`config.mk`:
```
export PLATFORM = sky130hd
export DESIGN_NAME = cts_selector
export DESIGN_NICKNAME = d
export VERILOG_FILES = /design/src/hw/cts_cond.v /design/src/hw/cts_selector.v
export VERILOG_INCLUDE_DIRS = /design/src /design/src/hw
export SDC_FILE = /design/constraint.sdc
export NUM_CORES = 1
export LEC_CHECK = 0
export ABC_CLOCK_PERIOD_IN_PS = 4000
export BUFFER_PORTS_ARGS = -buffer_cell sky130_fd_sc_hd__clkbuf_2
export CAP_MARGIN = 20
export CORE_AREA = 5 5 239 241
export DETAILED_ROUTE_END_ITERATION = 6
export DIE_AREA = 0 0 244 246
export PLACE_DENSITY = 0.46
export SYNTH_ARGS = -nofsm -noshare
export SYNTH_HDL_FRONTEND = slang
export SYNTH_SLANG_ARGS = --single-unit
```
`constraint.sdc`:
```
create_clock -name clock -period 4 [get_ports clock]
set_clock_uncertainty 0.05 [all_clocks]
set_input_delay 0.8 -clock clock [delete_from_list [all_inputs] [get_ports clock]]
set_output_delay 0.8 -clock clock [all_outputs]
set_load 0.05 [all_outputs]
```
`src/hw/cts_defines.vh`:
```
// Constants for the conditional table selector
`ifndef CTS_DEFINES_VH
`define CTS_DEFINES_VH

// ============================================================
// Sizes
`define CTS_DW 16
`define CTS_NTBL 3
`define CTS_NCND 3
`define CTS_NCOND 9

// ============================================================
// Relational operator codes
`define CTS_OP_EQ 3'h0
`define CTS_OP_NE 3'h1
`define CTS_OP_GT 3'h2
`define CTS_OP_GE 3'h3
`define CTS_OP_LT 3'h4
`define CTS_OP_LE 3'h5
`define CTS_OP_RST 3'h0

// ============================================================
// Condition result codes
`define CTS_RES_FALSE 2'h0
`define CTS_RES_TRUE 2'h1
`define CTS_RES_ERR 2'h2
`define CTS_RES_NA 2'h3

// ============================================================
// Combining operator codes and reset values
`define CTS_CMB_DEFAULT 3'h0
`define CTS_CMB_AND3 3'h1
`define CTS_CMB_OR3 3'h2
`define CTS_CMB_ANDOR 3'h3
`define CTS_CMB_ORAND 3'h4
`define CTS_CMB_RST_T1 3'h1
`define CTS_CMB_RST_T2 3'h1
`define CTS_CMB_RST_T3 3'h0

// ============================================================
// Selected table codes
`define CTS_SEL_NONE 2'h0

`endif

```
`src/hw/cts_cond.v`:
```
// One condition evaluator of the conditional table selector
`timescale 1ns/1ps
`include "cts_defines.vh"

module cts_cond (
    input wire clock,
    input wire rstn,
    input wire arg1_used,
    input wire [`CTS_DW-1:0] arg1_value,
    input wire arg1_error,
    input wire arg2_is_const,
    input wire arg2_used,
    input wire [`CTS_DW-1:0] arg2_value,
    input wire arg2_error,
    input wire [`CTS_DW-1:0] const_value,
    input wire [2:0] op,
    output reg [1:0] result_q
);

// ============================================================
// Argument selection
wire [`CTS_DW-1:0] b_val;
wire b_used;
wire b_err;
reg cmp;
reg [1:0] result_d;

assign b_used = arg2_is_const | arg2_used;
assign b_val = arg2_is_const ? const_value : arg2_value;
assign b_err = arg2_is_const ? 1'b0 : arg2_error;

// ============================================================
// Compare and classify
always @* begin
    case (op)
        `CTS_OP_EQ: cmp = (arg1_value == b_val);
        `CTS_OP_NE: cmp = (arg1_value != b_val);
        `CTS_OP_GT: cmp = (arg1_value > b_val);
        `CTS_OP_GE: cmp = (arg1_value >= b_val);
        `CTS_OP_LT: cmp = (arg1_value < b_val);
        `CTS_OP_LE: cmp = (arg1_value <= b_val);
        default: cmp = 1'b0;
    endcase
    if (!arg1_used || !b_used) begin
        result_d = `CTS_RES_NA;
    end else if (arg1_error || b_err) begin
        result_d = `CTS_RES_ERR;
    end else if (cmp) begin
        result_d = `CTS_RES_TRUE;
    end else begin
        result_d = `CTS_RES_FALSE;
    end
end

always @(posedge clock or negedge rstn) begin
    if (!rstn) begin
        result_q <= `CTS_RES_NA;
    end else begin
        result_q <= result_d;
    end
end

endmodule // cts_cond

```
`src/hw/cts_selector.v`:
```
// Conditional table selector: conditions, table choice, output forward
`timescale 1ns/1ps
`include "cts_defines.vh"

module cts_selector (
    input wire clock,
    input wire rstn,
    input wire logic_enable,
    input wire [`CTS_NCOND-1:0] arg1_used,
    input wire [`CTS_NCOND*`CTS_DW-1:0] arg1_value,
    input wire [`CTS_NCOND-1:0] arg1_error,
    input wire [`CTS_NCOND-1:0] arg2_is_const,
    input wire [`CTS_NCOND-1:0] arg2_used,
    input wire [`CTS_NCOND*`CTS_DW-1:0] arg2_value,
    input wire [`CTS_NCOND-1:0] arg2_error,
    input wire [`CTS_NCOND*`CTS_DW-1:0] const_value,
    input wire op_wr_en,
    input wire [3:0] op_wr_index,
    input wire [2:0] op_wr_data,
    input wire cmb_wr_en,
    input wire [1:0] cmb_wr_index,
    input wire [2:0] cmb_wr_data,
    input wire [`CTS_NTBL*`CTS_DW-1:0] table_value,
    input wire [`CTS_NTBL-1:0] table_source_valid,
    output reg [`CTS_DW-1:0] logic_out_q,
    output reg logic_out_na_q,
    output reg [1:0] selected_table_q,
    output wire [`CTS_NCOND*2-1:0] cond_result,
    output wire [`CTS_NCOND*3-1:0] cond_op,
    output wire [`CTS_NTBL*3-1:0] cmb_op
);

// ============================================================
// Declarations
reg [`CTS_NCOND*3-1:0] op_q;
reg [`CTS_NCOND*3-1:0] op_d;
reg [`CTS_NTBL*3-1:0] cmb_q;
reg [`CTS_NTBL*3-1:0] cmb_d;
reg en_q;
wire [`CTS_NCOND-1:0] both_used;
wire [`CTS_NTBL-1:0] tbl_hit;
reg [1:0] sel_d;
reg [`CTS_DW-1:0] out_d;
reg na_d;
integer i;
integer j;

assign cond_op = op_q;
assign cmb_op = cmb_q;
assign both_used = arg1_used & (arg2_used | arg2_is_const);

// ============================================================
// Enable register
always @(posedge clock or negedge rstn) begin
    if (!rstn) begin
        en_q <= 1'b0;
    end else begin
        en_q <= logic_enable;
    end
end

// ============================================================
// Condition operator store
always @* begin
    op_d = op_q;
    for (i = 0; i < `CTS_NCOND; i = i + 1) begin
        if (!both_used[i]) begin
            op_d[i*3 +: 3] = `CTS_OP_RST;
        end else if (op_wr_en && op_wr_index == i[3:0]) begin
            if (op_wr_data <= `CTS_OP_LE) begin
                op_d[i*3 +: 3] = op_wr_data;
            end
        end
    end
end

always @(posedge clock or negedge rstn) begin
    if (!rstn) begin
        op_q <= {`CTS_NCOND{`CTS_OP_RST}};
    end else begin
        op_q <= op_d;
    end
end

// ============================================================
// Combining operator store
always @* begin
    cmb_d = cmb_q;
    for (j = 0; j < `CTS_NTBL; j = j + 1) begin
        if (cmb_wr_en && cmb_wr_index == j[1:0]) begin
            if (cmb_wr_data <= `CTS_CMB_ORAND) begin
                cmb_d[j*3 +: 3] = cmb_wr_data;
            end
        end
    end
end

always @(posedge clock or negedge rstn) begin
    if (!rstn) begin
        cmb_q <= {`CTS_CMB_RST_T3, `CTS_CMB_RST_T2,
            `CTS_CMB_RST_T1};
    end else begin
        cmb_q <= cmb_d;
    end
end

// ============================================================
// Condition evaluators, three per table
genvar g;
generate
    for (g = 0; g < `CTS_NCOND; g = g + 1) begin : g_cond
        cts_cond u_cond (
            .clock(clock),
            .rstn(rstn),
            .arg1_used(arg1_used[g]),
            .arg1_value(arg1_value[g*`CTS_DW +: `CTS_DW]),
            .arg1_error(arg1_error[g]),
            .arg2_is_const(arg2_is_const[g]),
            .arg2_used(arg2_used[g]),
            .arg2_value(arg2_value[g*`CTS_DW +: `CTS_DW]),
            .arg2_error(arg2_error[g]),
            .const_value(const_value[g*`CTS_DW +: `CTS_DW]),
            .op(op_q[g*3 +: 3]),
            .result_q(cond_result[g*2 +: 2])
        );
    end
endgenerate

// ============================================================
// Table selection test
function tbl_test;
    input [2:0] cmb;
    input [1:0] condition_one_result;
    input [1:0] condition_two_result;
    input [1:0] condition_three_result;
    reg t1;
    reg t2;
    reg t3;
    reg p1;
    reg p2;
    reg p3;
    begin
        t1 = (condition_one_result == `CTS_RES_TRUE);
        t2 = (condition_two_result == `CTS_RES_TRUE);
        t3 = (condition_three_result == `CTS_RES_TRUE);
        p1 = t1 | (condition_one_result == `CTS_RES_NA);
        p2 = t2 | (condition_two_result == `CTS_RES_NA);
        p3 = t3 | (condition_three_result == `CTS_RES_NA);
        case (cmb)
            `CTS_CMB_DEFAULT: tbl_test = 1'b1;
            `CTS_CMB_AND3: tbl_test = p1 & p2 & p3;
            `CTS_CMB_OR3: tbl_test = t1 | t2 | t3;
            `CTS_CMB_ANDOR: tbl_test = (t1 & t2) | t3;
            `CTS_CMB_ORAND: tbl_test = (t1 | t2) & t3;
            default: tbl_test = 1'b0;
        endcase
    end
endfunction

generate
    for (g = 0; g < `CTS_NTBL; g = g + 1) begin : g_tbl
        assign tbl_hit[g] = tbl_test(cmb_q[g*3 +: 3],
            cond_result[g*6 +: 2],
            cond_result[g*6+2 +: 2],
            cond_result[g*6+4 +: 2]);
    end
endgenerate

// ============================================================
// Priority choice and output forward
always @* begin
    sel_d = `CTS_SEL_NONE;
    out_d = {`CTS_DW{1'b0}};
    na_d = 1'b1;
    if (!en_q) begin
        sel_d = `CTS_SEL_NONE;
    end else if (tbl_hit[0]) begin
        sel_d = 2'h1;
    end else if (tbl_hit[1]) begin
        sel_d = 2'h2;
    end else if (tbl_hit[2]) begin
        sel_d = 2'h3;
    end
    if (sel_d != `CTS_SEL_NONE) begin
        if (table_source_valid[sel_d - 2'h1]) begin
            out_d = table_value[(sel_d - 2'h1)*`CTS_DW +: `CTS_DW];
            na_d = 1'b0;
        end else begin
            na_d = 1'b1;
        end
    end
end

always @(posedge clock or negedge rstn) begin
    if (!rstn) begin
        selected_table_q <= `CTS_SEL_NONE;
        logic_out_q <= {`CTS_DW{1'b0}};
        logic_out_na_q <= 1'b1;
    end else begin
        selected_table_q <= sel_d;
        logic_out_q <= out_d;
        logic_out_na_q <= na_d;
    end
end

endmodule // cts_selector

```
==> flow_summary_export.csv, run 1 <==
group,metric,value,unit
die,start_util,0.1630,
final_layout,layout_common_cells,"clkbuf_2 (616), mux2i_1 (158), ha_1 (146), a21oi_1 (63), a21o_1 (54)",
power_and_ir_drop,pwr-share-comb,0.467,
clocking,cts_hold_buf,0,
die,ios,618,
synthesis,synth.distinct_cells,51,
final_layout,diodes,0,
synthesis,ys_warn_count,0,
min_path,hold_class,"input port to async pin",
clocking,cts_max_path_buffers,2,
synthesis,yosysSeqAreaShare,0.2108,
place,dp_worst_setup_slack,523.3,ps
timing,fin_crit_sh,0.8625,
flow_run,cap_violations,0,
synthesis,syn_area,8909,um^2
power_and_ir_drop,p_sw,1332,uW
timing,finalHoldViolCount,0,
clocking,cts.sinks,74,
final_layout,fin_nets,2254,
setup_path,critPathLaunch,"g_cond[3].u_cond.result_q[1]",
clocking,cts_tree,"built",
setup_path,critPathRequiredTime,4210,ps
synthesis,synth_flop_cell,"dfrtp_1",
synthesis,synth-seq-cells,74,
synthesis,synth_cells,959,
die,die_w,244,um
global_routing,grt_pass1_wl,59970,um
clocking,post_cts_buffers,0,
power_and_ir_drop,swShare,0.4065,
place,gp_congestion,0.9443,
global_routing,grt_max_degree,65,
setup_path,r2r-start,"g_cond[3].u_cond.result_q[1]",
final_layout,area.growth.synth_to_final,47.57,%
setup_path,critPathCaptureType,"flip-flop",
global_routing,globalRouteOverflowTotal,0,
power_and_ir_drop,p_int,1944,uW
drt,drtPass1Iterations,4,
synthesis,synth_area_per_cell,9.289,um^2
die,row_count,86,
setup_path,crit_fanout,33,
drt,wl_per_cell,18.04,um
final_layout,final_common_cell,"clkbuf_2",
power_and_ir_drop,leakage,0.007162,uW
drt,via_per_inst,4.309,
final_layout,post-route-cell-area,13150,um^2
timing,rsz0062_at_grt,"no",
timing,period_needed,3450,ps
setup_path,cp-start-kind,"flip-flop",
final_layout,drive_gt1_frac,0.4534,
timing,fmax,0.2899,GHz
die,die-area,60020,um^2
run_status,status,"finished, final reports clean",
drt,first_iter_violations,327,
place,dpl.hpwl,35910,um
global_routing,grtUsageTotal,0.1296,
die,die_h,246,um
global_routing,antenna_found_initial,1,
power_and_ir_drop,clkPwrFrac,0.267,
clocking,path_clk_slew,70,ps
clocking,root_buffer,"clkbuf_16",
timing,slew_viol_final,0,
drt,wl,41000,um
clocking,cts_max_level,3,
place,place_area,12820,um^2
timing,slew_headroom,0.5199,
drt,dr_total_vias,9791,
global_routing,grt_pass1_vias,10250,
synthesis,synth_edf_count,0,
timing,finalWorstSetupSlack,550.1,ps
place,place.port_buffers,617,
drt,drc,0,
timing,worst_pin_slew,715.3,ps
timing,finalSetupViolCount,0,
clocking,cts.repair.resized,0,
synthesis,async_flop_share,1.000,
setup_path,cp_data_arrival_time,3660,ps
setup_path,path_class,"flip-flop to flip-flop",
timing,setup_tns,0,ps
clocking,numCtsBuffers,9,
die,core,54660,um^2
synthesis,syn-num-nets,1650,
power_and_ir_drop,pwr-share-seq,0.266,
timing,holdWs,338.3,ps
setup_path,r2r_setup_slack,550,ps
drt,antenna_left,0,
power_and_ir_drop,p_per_area,249.2,nW/um^2
power_and_ir_drop,irDropWorstVdd,0.1693,mV
clocking,clock_latency,370,ps
-- stage by stage --
stage	std cells	utilization	total power [uW]
3_3_place_gp	2255	0.2346	2419
2_1_floorplan	959	-	1815
3_5_place_dp	2255	0.2346	2438
6_report	2272	0.2405	3276
5_1_grt	2272	0.2405	3536
4_1_cts	2271	0.2401	3365
-- kinds of logic after synthesis --
family	after synthesis	share of synthesized area
flip-flops	74	0.2108
buffers and inverters	77	0.03371
XOR/XNOR	9	0.008849
adder cells (fa/ha/maj)	146	0.2051
multiplexers	176	0.2007
AND/OR/NAND/NOR	249	0.1673
AO/OA/AOI/OAI	228	0.1736
-- flip-flops by register name, summed over array words and instances, names as in the netlist --
name / cells
cmb_op: 9
cond_op: 27
en_q: 1
g_cond.u_cond.result_q: 18
logic_out_na_q: 1
logic_out_q: 16
selected_table_q: 2
-- metal layers --
layer  wire, um  up-vias  track usage
met4        853        0      0.03501
met5          0        -            0
met2      21260      379       0.2392
met1      15920     4504       0.1473
met3       2960       36      0.03547
li1           -     4872            -
-- worst max-delay path, cell delays in order (launching register included) --
cell and delay, ps:
dfstp_2 530, nand2b_2 130, a21oi_2 70, o311a_1 350, a21oi_2 260, a31o_4 470, inv_4 50, ha_1 610
mux2i_1 150, mux2_4 410, a311oi_1 260
-- area by class of cell --
class	instances	area [um^2]
clock inverter	7	77.57
multi-input combinational	808	6730
fill	6042	41520
timing repair buffer	627	3191
sequential	74	1878
inverter	43	163.9
clock buffer	9	225.2
tap	704	880.8
-- cells in the mapped netlist, types with 2 or more instances --
cell type | number | share of area
a211oi_1 | 10 | 0.0084
a21o_1 | 54 | 0.046
a21oi_1 | 63 | 0.035
a21oi_2 | 2 | 0.0020
a22oi_1 | 9 | 0.0076
a311oi_1 | 14 | 0.014
a311oi_2 | 10 | 0.017
a31oi_1 | 9 | 0.0063
and3_1 | 2 | 0.0014
clkbuf_1 | 31 | 0.013
dfrtp_1 | 53 | 0.15
dfstp_2 | 21 | 0.062
ha_1 | 146 | 0.21
inv_1 | 42 | 0.018
mux2_2 | 17 | 0.021
mux2i_1 | 158 | 0.18
nand2_1 | 23 | 0.0097
nand2b_1 | 13 | 0.0091
nand2b_2 | 2 | 0.0020
nand3_1 | 39 | 0.022
nand3b_1 | 20 | 0.017
nand4_1 | 36 | 0.025
nand4bb_1 | 3 | 0.0038
nor2_1 | 43 | 0.018
nor2b_1 | 30 | 0.021
nor3b_1 | 10 | 0.0084
nor3b_2 | 2 | 0.0028
nor4_2 | 9 | 0.013
o21a_1 | 10 | 0.0084
o21ai_0 | 33 | 0.019
o21ai_1 | 9 | 0.0051
or4_1 | 9 | 0.0076
xor2_1 | 9 | 0.0088
-- worst paths after layout --
path / end / cells after the start
max in group asynchronous: g_cond[8].u_cond.result_q[0] / 3
min in group clock: en_q / 1
hold / removal: logic_out_q[11] / 1
setup / recovery: logic_out_q[3] / 10
hold reg to reg: cmb_op[6] / 1
setup reg to reg: logic_out_q[3] / 10
-- power groups by stage --
stage,registers [uW],logic [uW],clock network (uW)
after detailed placement,888,1550,0
after global routing,881,1710,948
after CTS,875,1560,931
final,871,1530,876
after global placement,887,1530,0
after floorplan,1050,763,0
No activity file was read; power rests on OpenSTA's default activity.
==> run 2, diff against run 1 <==
--- a/config.mk
+++ b/config.mk
@@ -6,6 +6,7 @@
 export SDC_FILE = /design/constraint.sdc
 export NUM_CORES = 1
 export LEC_CHECK = 0
+export ABC_AREA = 1
 export ABC_CLOCK_PERIOD_IN_PS = 4000
 export BUFFER_PORTS_ARGS = -buffer_cell sky130_fd_sc_hd__clkbuf_2
 export CAP_MARGIN = 20
==> run 2 against run 1 <==
Compared with the run above:
- clock-buffer cell count stayed put
- highest routed layer is now met5
- largest cell class unchanged
- synthesized cell count is 26% higher
- core utilization is 0.073 points lower
- critical path depth is 5 higher
- setup slack better by 440 ps
- non-clock buffer count is 1 lower
- design area is 0.31% lower
- first-iteration DRC count is 14% lower
- clock power is 11% higher
- sequential power is 0.6% lower
- maximum frequency is 15% higher
- combinational power is 6% higher
==> flow_summary_export.csv, run 2 <==
group,metric,value,unit
run_status,status,"finished, final reports clean",
die,die_h,246,um
synthesis,ys_warn_count,0,
setup_path,slowest_stage,"dfstp_2",
clocking,cts_max_level,3,
global_routing,antenna_found_initial,5,
synthesis,syn-num-nets,1895,
synthesis,synth_area_per_cell,7.376,um^2
place,gp_congestion,0.9479,
synthesis,syn_area,8881,um^2
global_routing,use_met3,0.03938,
synthesis,synth-seq-cells,74,
synthesis,yosysSeqAreaShare,0.2115,
setup_path,worst_r2r_endpoint,"logic_out_q[8]",
clocking,cts_hold_buf,0,
timing,finalWorstSetupSlack,993.6,ps
setup_path,critPathRequiredTime,4210,ps
die,start_util,0.1625,
synthesis,synth_xor_area_frac,0.0009862,
global_routing,grt-busiest-layer,"met2",
clocking,clock_latency,350,ps
die,row_count,86,
die,die-area,60020,um^2
final_layout,fin_nets,2500,
final_layout,n_fill_cell,6135,
timing,slew_viol_final,0,
drt,first_iter_violations,282,
clocking,path_clk_slew,70,ps
synthesis,yosysMostFrequentCell,"nand2_1",
setup_path,r2r_cells,15,
setup_path,r2r-start,"g_cond[0].u_cond.result_q[0]",
setup_path,cp-start-kind,"flip-flop",
synthesis,synth_edf_count,0,
drt,dr_total_vias,10430,
synthesis,synth_common_cells,"nand2_1 (296), ha_1 (146), mux2i_1 (135), a21oi_1 (117), inv_1 (116)",
min_path,whs_endpoint,"cmb_op[3]",
drt,wl_per_cell,16.89,um
drt,antenna_left,0,
place,dpl.hpwl,38460,um
synthesis,synthMuxAreaShare,0.1522,
timing,fin_crit_sh,0.7516,
clocking,post_cts_buffers,0,
synthesis,yosys.area.top_type,"ha_1",
place,dp.cells,2502,
setup_path,cp_data_arrival_time,3220,ps
timing,slew_headroom,0.4071,
setup_path,crit_fanout,35,
final_layout,final_common_cell,"clkbuf_2",
power_and_ir_drop,irDropWorstVdd,0.1669,mV
final_layout,largest_reg_flops,27,
synthesis,async_flop_share,1.000,
final_layout,multi_input_area,6390,um^2
global_routing,globalRouteOverflowTotal,0,
flow_run,cap_violations,0,
global_routing,grtUsageTotal,0.1334,
final_layout,layout_common_cells,"clkbuf_2 (616), nand2_1 (296), ha_1 (146), mux2i_1 (135), a21oi_1 (117)",
synthesis,yosys.area.top_type_share,0.2057,
timing,worst_pin_slew,889.4,ps
drt,drc,0,
final_layout,area.growth.synth_to_final,47.58,%
clocking,numCtsBuffers,9,
setup_path,path_class,"flip-flop to flip-flop",
setup_path,path_buf_inv,3,
clocking,cts_max_path_buffers,2,
place,dp_worst_setup_slack,832.6,ps
timing,setup_tns,0,ps
setup_path,cp_cell_sequence,"inv_1, nor2_1, nand2_1, nand2_1, nand2_1, nand2_1, a21oi_2, nand2_4, nand2_4, ha_1, clkinv_1, buf_4, a21oi_4, nand2_4, nor2_4",
final_layout,final_cells,2521,
setup_path,path_common_cell,"nand2_1",
synthesis,synth_top_family_by_area,"simple AND/OR/NAND/NOR gates",
timing,period_needed,3006,ps
timing,rsz0062_at_grt,"no",
drt,via_per_inst,4.137,
synthesis,yosys.area_share.adder,0.2057,
clocking,cts_tree,"built",
min_path,hold_depth,2,
synthesis,synth_compound_area_frac,0.1224,
final_layout,layout.area.seq,1878,um^2
setup_path,crit_family,"simple AND/OR/NAND/NOR gates",
drt,drtPass1Iterations,5,
drt,wl,42570,um
synthesis,synth.distinct_cells,33,
global_routing,grt_max_degree,60,
power_and_ir_drop,p_per_area,263.6,nW/um^2
setup_path,critPathCaptureType,"flip-flop",
min_path,hold_class,"flip-flop to flip-flop",
die,ios,618,
final_layout,drive_gt1_frac,0.3760,
synthesis,synth_cells,1204,
timing,finalSetupViolCount,0,
clocking,cts.sinks,74,
min_path,min-delay-start,"cmb_op[3]",
synthesis,synth_simple_gate_area_frac,0.2382,
clocking,cts.repair.resized,0,
synthesis,synth_flop_cell,"dfrtp_1",
clocking,root_buffer,"clkbuf_16",
setup_path,cpPeakStageDelay,630,ps
place,place.port_buffers,617,
synthesis,synthTopCellsByArea,"ha_1 (21%), mux2i_1 (15%), dfrtp_1 (15%), nand2_1 (13%), a21oi_1 (6.6%)",
die,die_w,244,um
timing,finalHoldViolCount,0,
timing,fmax,0.3326,GHz
die,core,54660,um^2
global_routing,grt_use_met2,0.2497,
global_routing,grt_pass1_vias,10980,
global_routing,grt_util_met1,0.1487,
power_and_ir_drop,fin_total_pwr,3455,uW
setup_path,r2r_setup_slack,990,ps
power_and_ir_drop,leakage,0.007460,uW
global_routing,grt_pass1_wl,61870,um
==> run 2: cell count changes after synthesis, moves of 17 or more <==
cell,before,now
nand2_1,23,296
inv_1,42,116
a21o_1,54,0
a21oi_1,63,117
nand3_1,39,81
nor2_1,43,77
nor2b_1,30,0
mux2i_1,158,135
o22ai_1,1,22
clkbuf_1,31,11
nand3b_1,20,0
nand4_1,36,18
o21ai_0,33,51
mux2_2,17,0
==> run 2: worst register-to-register path: stages, from the launching register on <==
cell      delay, ps
dfstp_2         630
inv_1            60
nor2_1          120
nand2_1          60
nand2_1          50
nand2_1          50
nand2_1          60
a21oi_2          80
nand2_4         320
nand2_4         240
ha_1            360
clkinv_1         60
buf_4           190
a21oi_4         180
nand2_4         210
nor2_4          180
==> run 2: cell type report <==
class                   count  area share
clock inverters             7    0.008878
multi-input cells         978      0.4875
diodes                      3   0.0005728
flip-flops and latches     74      0.1433
inverters                 120     0.03437
clock buffers               9     0.01718
repair buffers            626      0.2410
well taps                 704     0.06721
==> run 2: metrics by stage <==
step | util | area (um^2) | hold slack (ps)
after floorplan | - | 8881 | 454.4
after global placement | 0.2334 | 12760 | 465.5
after detailed placement | 0.2334 | 12760 | 463.2
after CTS | 0.2396 | 13100 | 474.5
after global routing | 0.2398 | 13110 | 515.1
final | 0.2398 | 13110 | 466.0
==> run 2: cells by family (layout without fill, tap and decap cells) <==
family	count (synthesis)	after routing
other	0	3
and+or+nand+nor	493	493
xor gates and xnor gates	1	1
muxes	135	135
AOI/OAI and AO/OA	203	203
adders and majority gates	146	146
DFF	74	74
buffers and inverters	152	762
==> run 2: worst max path at each step <==
stage,from,to,slack [ps],cells after the start
detailed placement,arg2_is_const[1],g_cond[1].u_cond.result_q[0],830,15
floorplan,g_cond[4].u_cond.result_q[1],logic_out_q[10],1120,17
CTS,g_cond[0].u_cond.result_q[0],logic_out_q[4],940,15
global placement,arg2_is_const[1],g_cond[1].u_cond.result_q[0],890,15
global route,g_cond[3].u_cond.result_q[1],logic_out_q[4],700,15
finish,g_cond[0].u_cond.result_q[0],logic_out_q[8],990,15
==> run 2: per-layer routing <==
metal  vias up  part of all wire
met2       400              0.51
met4         4             0.020
li1       5332                 -
met5         -           0.00033
met1      4653              0.39
met3        40             0.084
==> run 2: power breakdown <==
part	switching, uW	internal [uW]	total [uW]
sequential	49.2	817	866
clock	359	610	970
combinational	1010	605	1620
total	1420	2030	3450
==> run 3, diff against run 2 <==
--- a/config.mk
+++ b/config.mk
@@ -6,8 +6,8 @@
 export SDC_FILE = /design/constraint.sdc
 export NUM_CORES = 1
 export LEC_CHECK = 0
-export ABC_AREA = 1
-export ABC_CLOCK_PERIOD_IN_PS = 4000
+export ABC_AREA = 0
+export ABC_CLOCK_PERIOD_IN_PS = 2800
 export BUFFER_PORTS_ARGS = -buffer_cell sky130_fd_sc_hd__clkbuf_2
 export CAP_MARGIN = 20
 export CORE_AREA = 5 5 239 241
==> constraint.sdc (replaced) <==
create_clock -name clock -period 2.8 [get_ports clock]
set_clock_uncertainty 0.05 [all_clocks]
set_input_delay 0.56 -clock clock [delete_from_list [all_inputs] [get_ports clock]]
set_output_delay 0.56 -clock clock [all_outputs]
set_load 0.05 [all_outputs]
==> run 3 against run 2 <==
Compared with the run above:
- register-to-register slack worse by 960 ps
- maximum frequency is 8.7% higher
- die area unchanged
- total power increased by 46%
- worst hold slack worse by 340 ps
- core utilization increased by 1.6 points
- setup slack got worse by 960 ps
- largest power group unchanged
==> flow_summary_export.csv, run 3 (synthesized netlist as in run 1, its figures left out) <==
group,metric,value,unit
clocking,path_clk_slew,70,ps
global_routing,grt_pass1_wl,62300,um
power_and_ir_drop,p_per_area,360.4,nW/um^2
timing,period_needed,2765,ps
final_layout,largest_reg_flops,27,
timing,slew_viol_final,0,
drt,dr_total_vias,10120,
power_and_ir_drop,irDropWorstVdd,0.2158,mV
timing,fmax,0.3617,GHz
final_layout,final_common_cell,"clkbuf_2",
final_layout,drive_gt1_frac,0.4885,
timing,worst_pin_slew,582.9,ps
global_routing,antenna_found_initial,1,
clocking,cts_hold_buf,0,
setup_path,r2r-start,"g_cond[5].u_cond.result_q[1]",
place,gp_congestion,0.9084,
place,place_area,13490,um^2
drt,drc,0,
timing,rsz0062_at_grt,"yes",
setup_path,r2r_setup_slack,40,ps
clocking,numCtsBuffers,9,
final_layout,fin_util,0.2556,
die,start_util,0.1630,
timing,fin_crit_sh,0.9875,
final_layout,diodes,0,
setup_path,critPathCaptureType,"flip-flop",
drt,via_per_inst,4.301,
place,dpl.hpwl,37680,um
timing,finalHoldViolCount,0,
die,core,54660,um^2
timing,finalWorstSetupSlack,35.11,ps
timing,finalSetupViolCount,0,
min_path,hold_class,"input port to async pin",
global_routing,globalRouteOverflowTotal,0,
drt,antenna_left,0,
setup_path,cp_data_arrival_time,2970,ps
power_and_ir_drop,fin_total_pwr,5036,uW
clocking,cts_max_path_buffers,2,
global_routing,grt_max_degree,39,
setup_path,crit_fanout,5,
timing,slew_headroom,0.6114,
clocking,root_buffer,"clkbuf_16",
setup_path,cp-start-kind,"flip-flop",
final_layout,fin_nets,2334,
final_layout,area.growth.synth_to_final,56.83,%
drt,wl_per_cell,18.14,um
clocking,clock_latency,360,ps
final_layout,layout_common_cells,"clkbuf_2 (616), mux2i_1 (157), ha_1 (145), buf_4 (81), a21oi_1 (63)",
die,die_w,244,um
global_routing,grtUsageTotal,0.1335,
place,dp_worst_setup_slack,-199.4,ps
power_and_ir_drop,leakage,0.007645,uW
die,row_count,86,
global_routing,grt_pass1_vias,11060,
setup_path,worst_r2r_endpoint,"logic_out_q[15]",
setup_path,cpPeakStageDelay,590,ps
final_layout,final_cells,2352,
die,ios,618,
setup_path,cp_cell_sequence,"o21ai_1, o311a_1, a21oi_2, buf_4, a31o_4, inv_4, ha_4, mux2i_4, mux2_4, a311oi_2",
drt,first_iter_violations,224,
setup_path,path_class,"flip-flop to flip-flop",
setup_path,slowest_stage,"dfstp_2",
setup_path,r2r_cells,10,
place,place.port_buffers,617,
clocking,cts_max_level,3,
clocking,cts.sinks,74,
run_status,status,"finished, final reports clean",
drt,drtPass1Iterations,4,
setup_path,critPathRequiredTime,3010,ps
die,die_h,246,um
final_layout,post-route-cell-area,13970,um^2
final_layout,n_fill_cell,5976,
die,die-area,60020,um^2
flow_run,cap_violations,0,
place,dp.cells,2331,
clocking,cts_tree,"built",
drt,wl,42660,um
## run 3: changes by cell type in the layout (fill, tap and decap cells not counted), moves of 21 or more
cell,change
a21o_1,+54
a21oi_1,-54
buf_4,+71
inv_1,-74
mux2i_1,+22
nand2_1,-273
nand3_1,-43
nor2_1,-35
nor2b_1,+30
o22ai_1,-21
## run 3: routing by layer
| metal | track usage | share of wire | routed length, um |
|---|---|---|---|
| met5 | 0 | 0.00038 | 16 |
| met4 | 0.02639 | 0.014 | 578 |
| met3 | 0.03374 | 0.065 | 2776 |
| met2 | 0.2508 | 0.52 | 22000 |
| met1 | 0.1537 | 0.41 | 17290 |
## run 3: worst max-delay path, delay by kind of cell, from the launching register on
| family | cells | cell delay (ps) |
|---|---|---|
| buffers and inverters | 2 | 200 |
| AOI/OAI and AO/OA | 5 | 1060 |
| DFF | 1 | 590 |
| adders and majority gates | 1 | 230 |
| muxes | 2 | 530 |
## run 3: area by class of cell
cell class / instances / area [um^2] / share of cell area
clock inverters: 7 / 101.3 / 0.007254
well taps: 704 / 880.8 / 0.06305
repair buffers: 705 / 3856 / 0.2760
multi-input cells: 810 / 6865 / 0.4914
inverters: 43 / 163.9 / 0.01173
flip-flops and latches: 74 / 1878 / 0.1344
clock buffers: 9 / 225.2 / 0.01612
## run 3: worst max path at each step
stage,to,start,cells after the start
after global placement,g_cond[7].u_cond.result_q[0],arg2_is_const[7],13
after global routing,logic_out_q[15],g_cond[0].u_cond.result_q[1],11
after floorplan,logic_out_q[10],g_cond[3].u_cond.result_q[1],12
after CTS,logic_out_q[15],g_cond[5].u_cond.result_q[1],11
after detailed placement,g_cond[7].u_cond.result_q[0],arg2_is_const[7],12
final,logic_out_q[15],g_cond[5].u_cond.result_q[1],10
## run 3: stage by stage
step | hold WS [ps] | TNS [ps]
finish | 127.6 | 0
global route | 152.6 | -120.9
CTS | 124.3 | 0
detailed placement | 522.5 | -967.6
global placement | 512.2 | -376.7
floorplan | 214.4 | -309.8
## run 3: repair_timing
action,CTS,global route
resized for setup,3,15
pin swaps,0,4
gates cloned,0,3
setup buffers,0,2
setup endpoints to repair,3,17
endpoints found under the hold margin,0,0
## run 3: where the power goes
part           total, uW  switching (uW)  leakage [uW]  internal [uW]
Sequential          1250            78.3      0.000942           1170
Combinational       2450            1370       0.00655           1080
Clock               1340             545      0.000158            791
Total               5040            1990       0.00765           3040
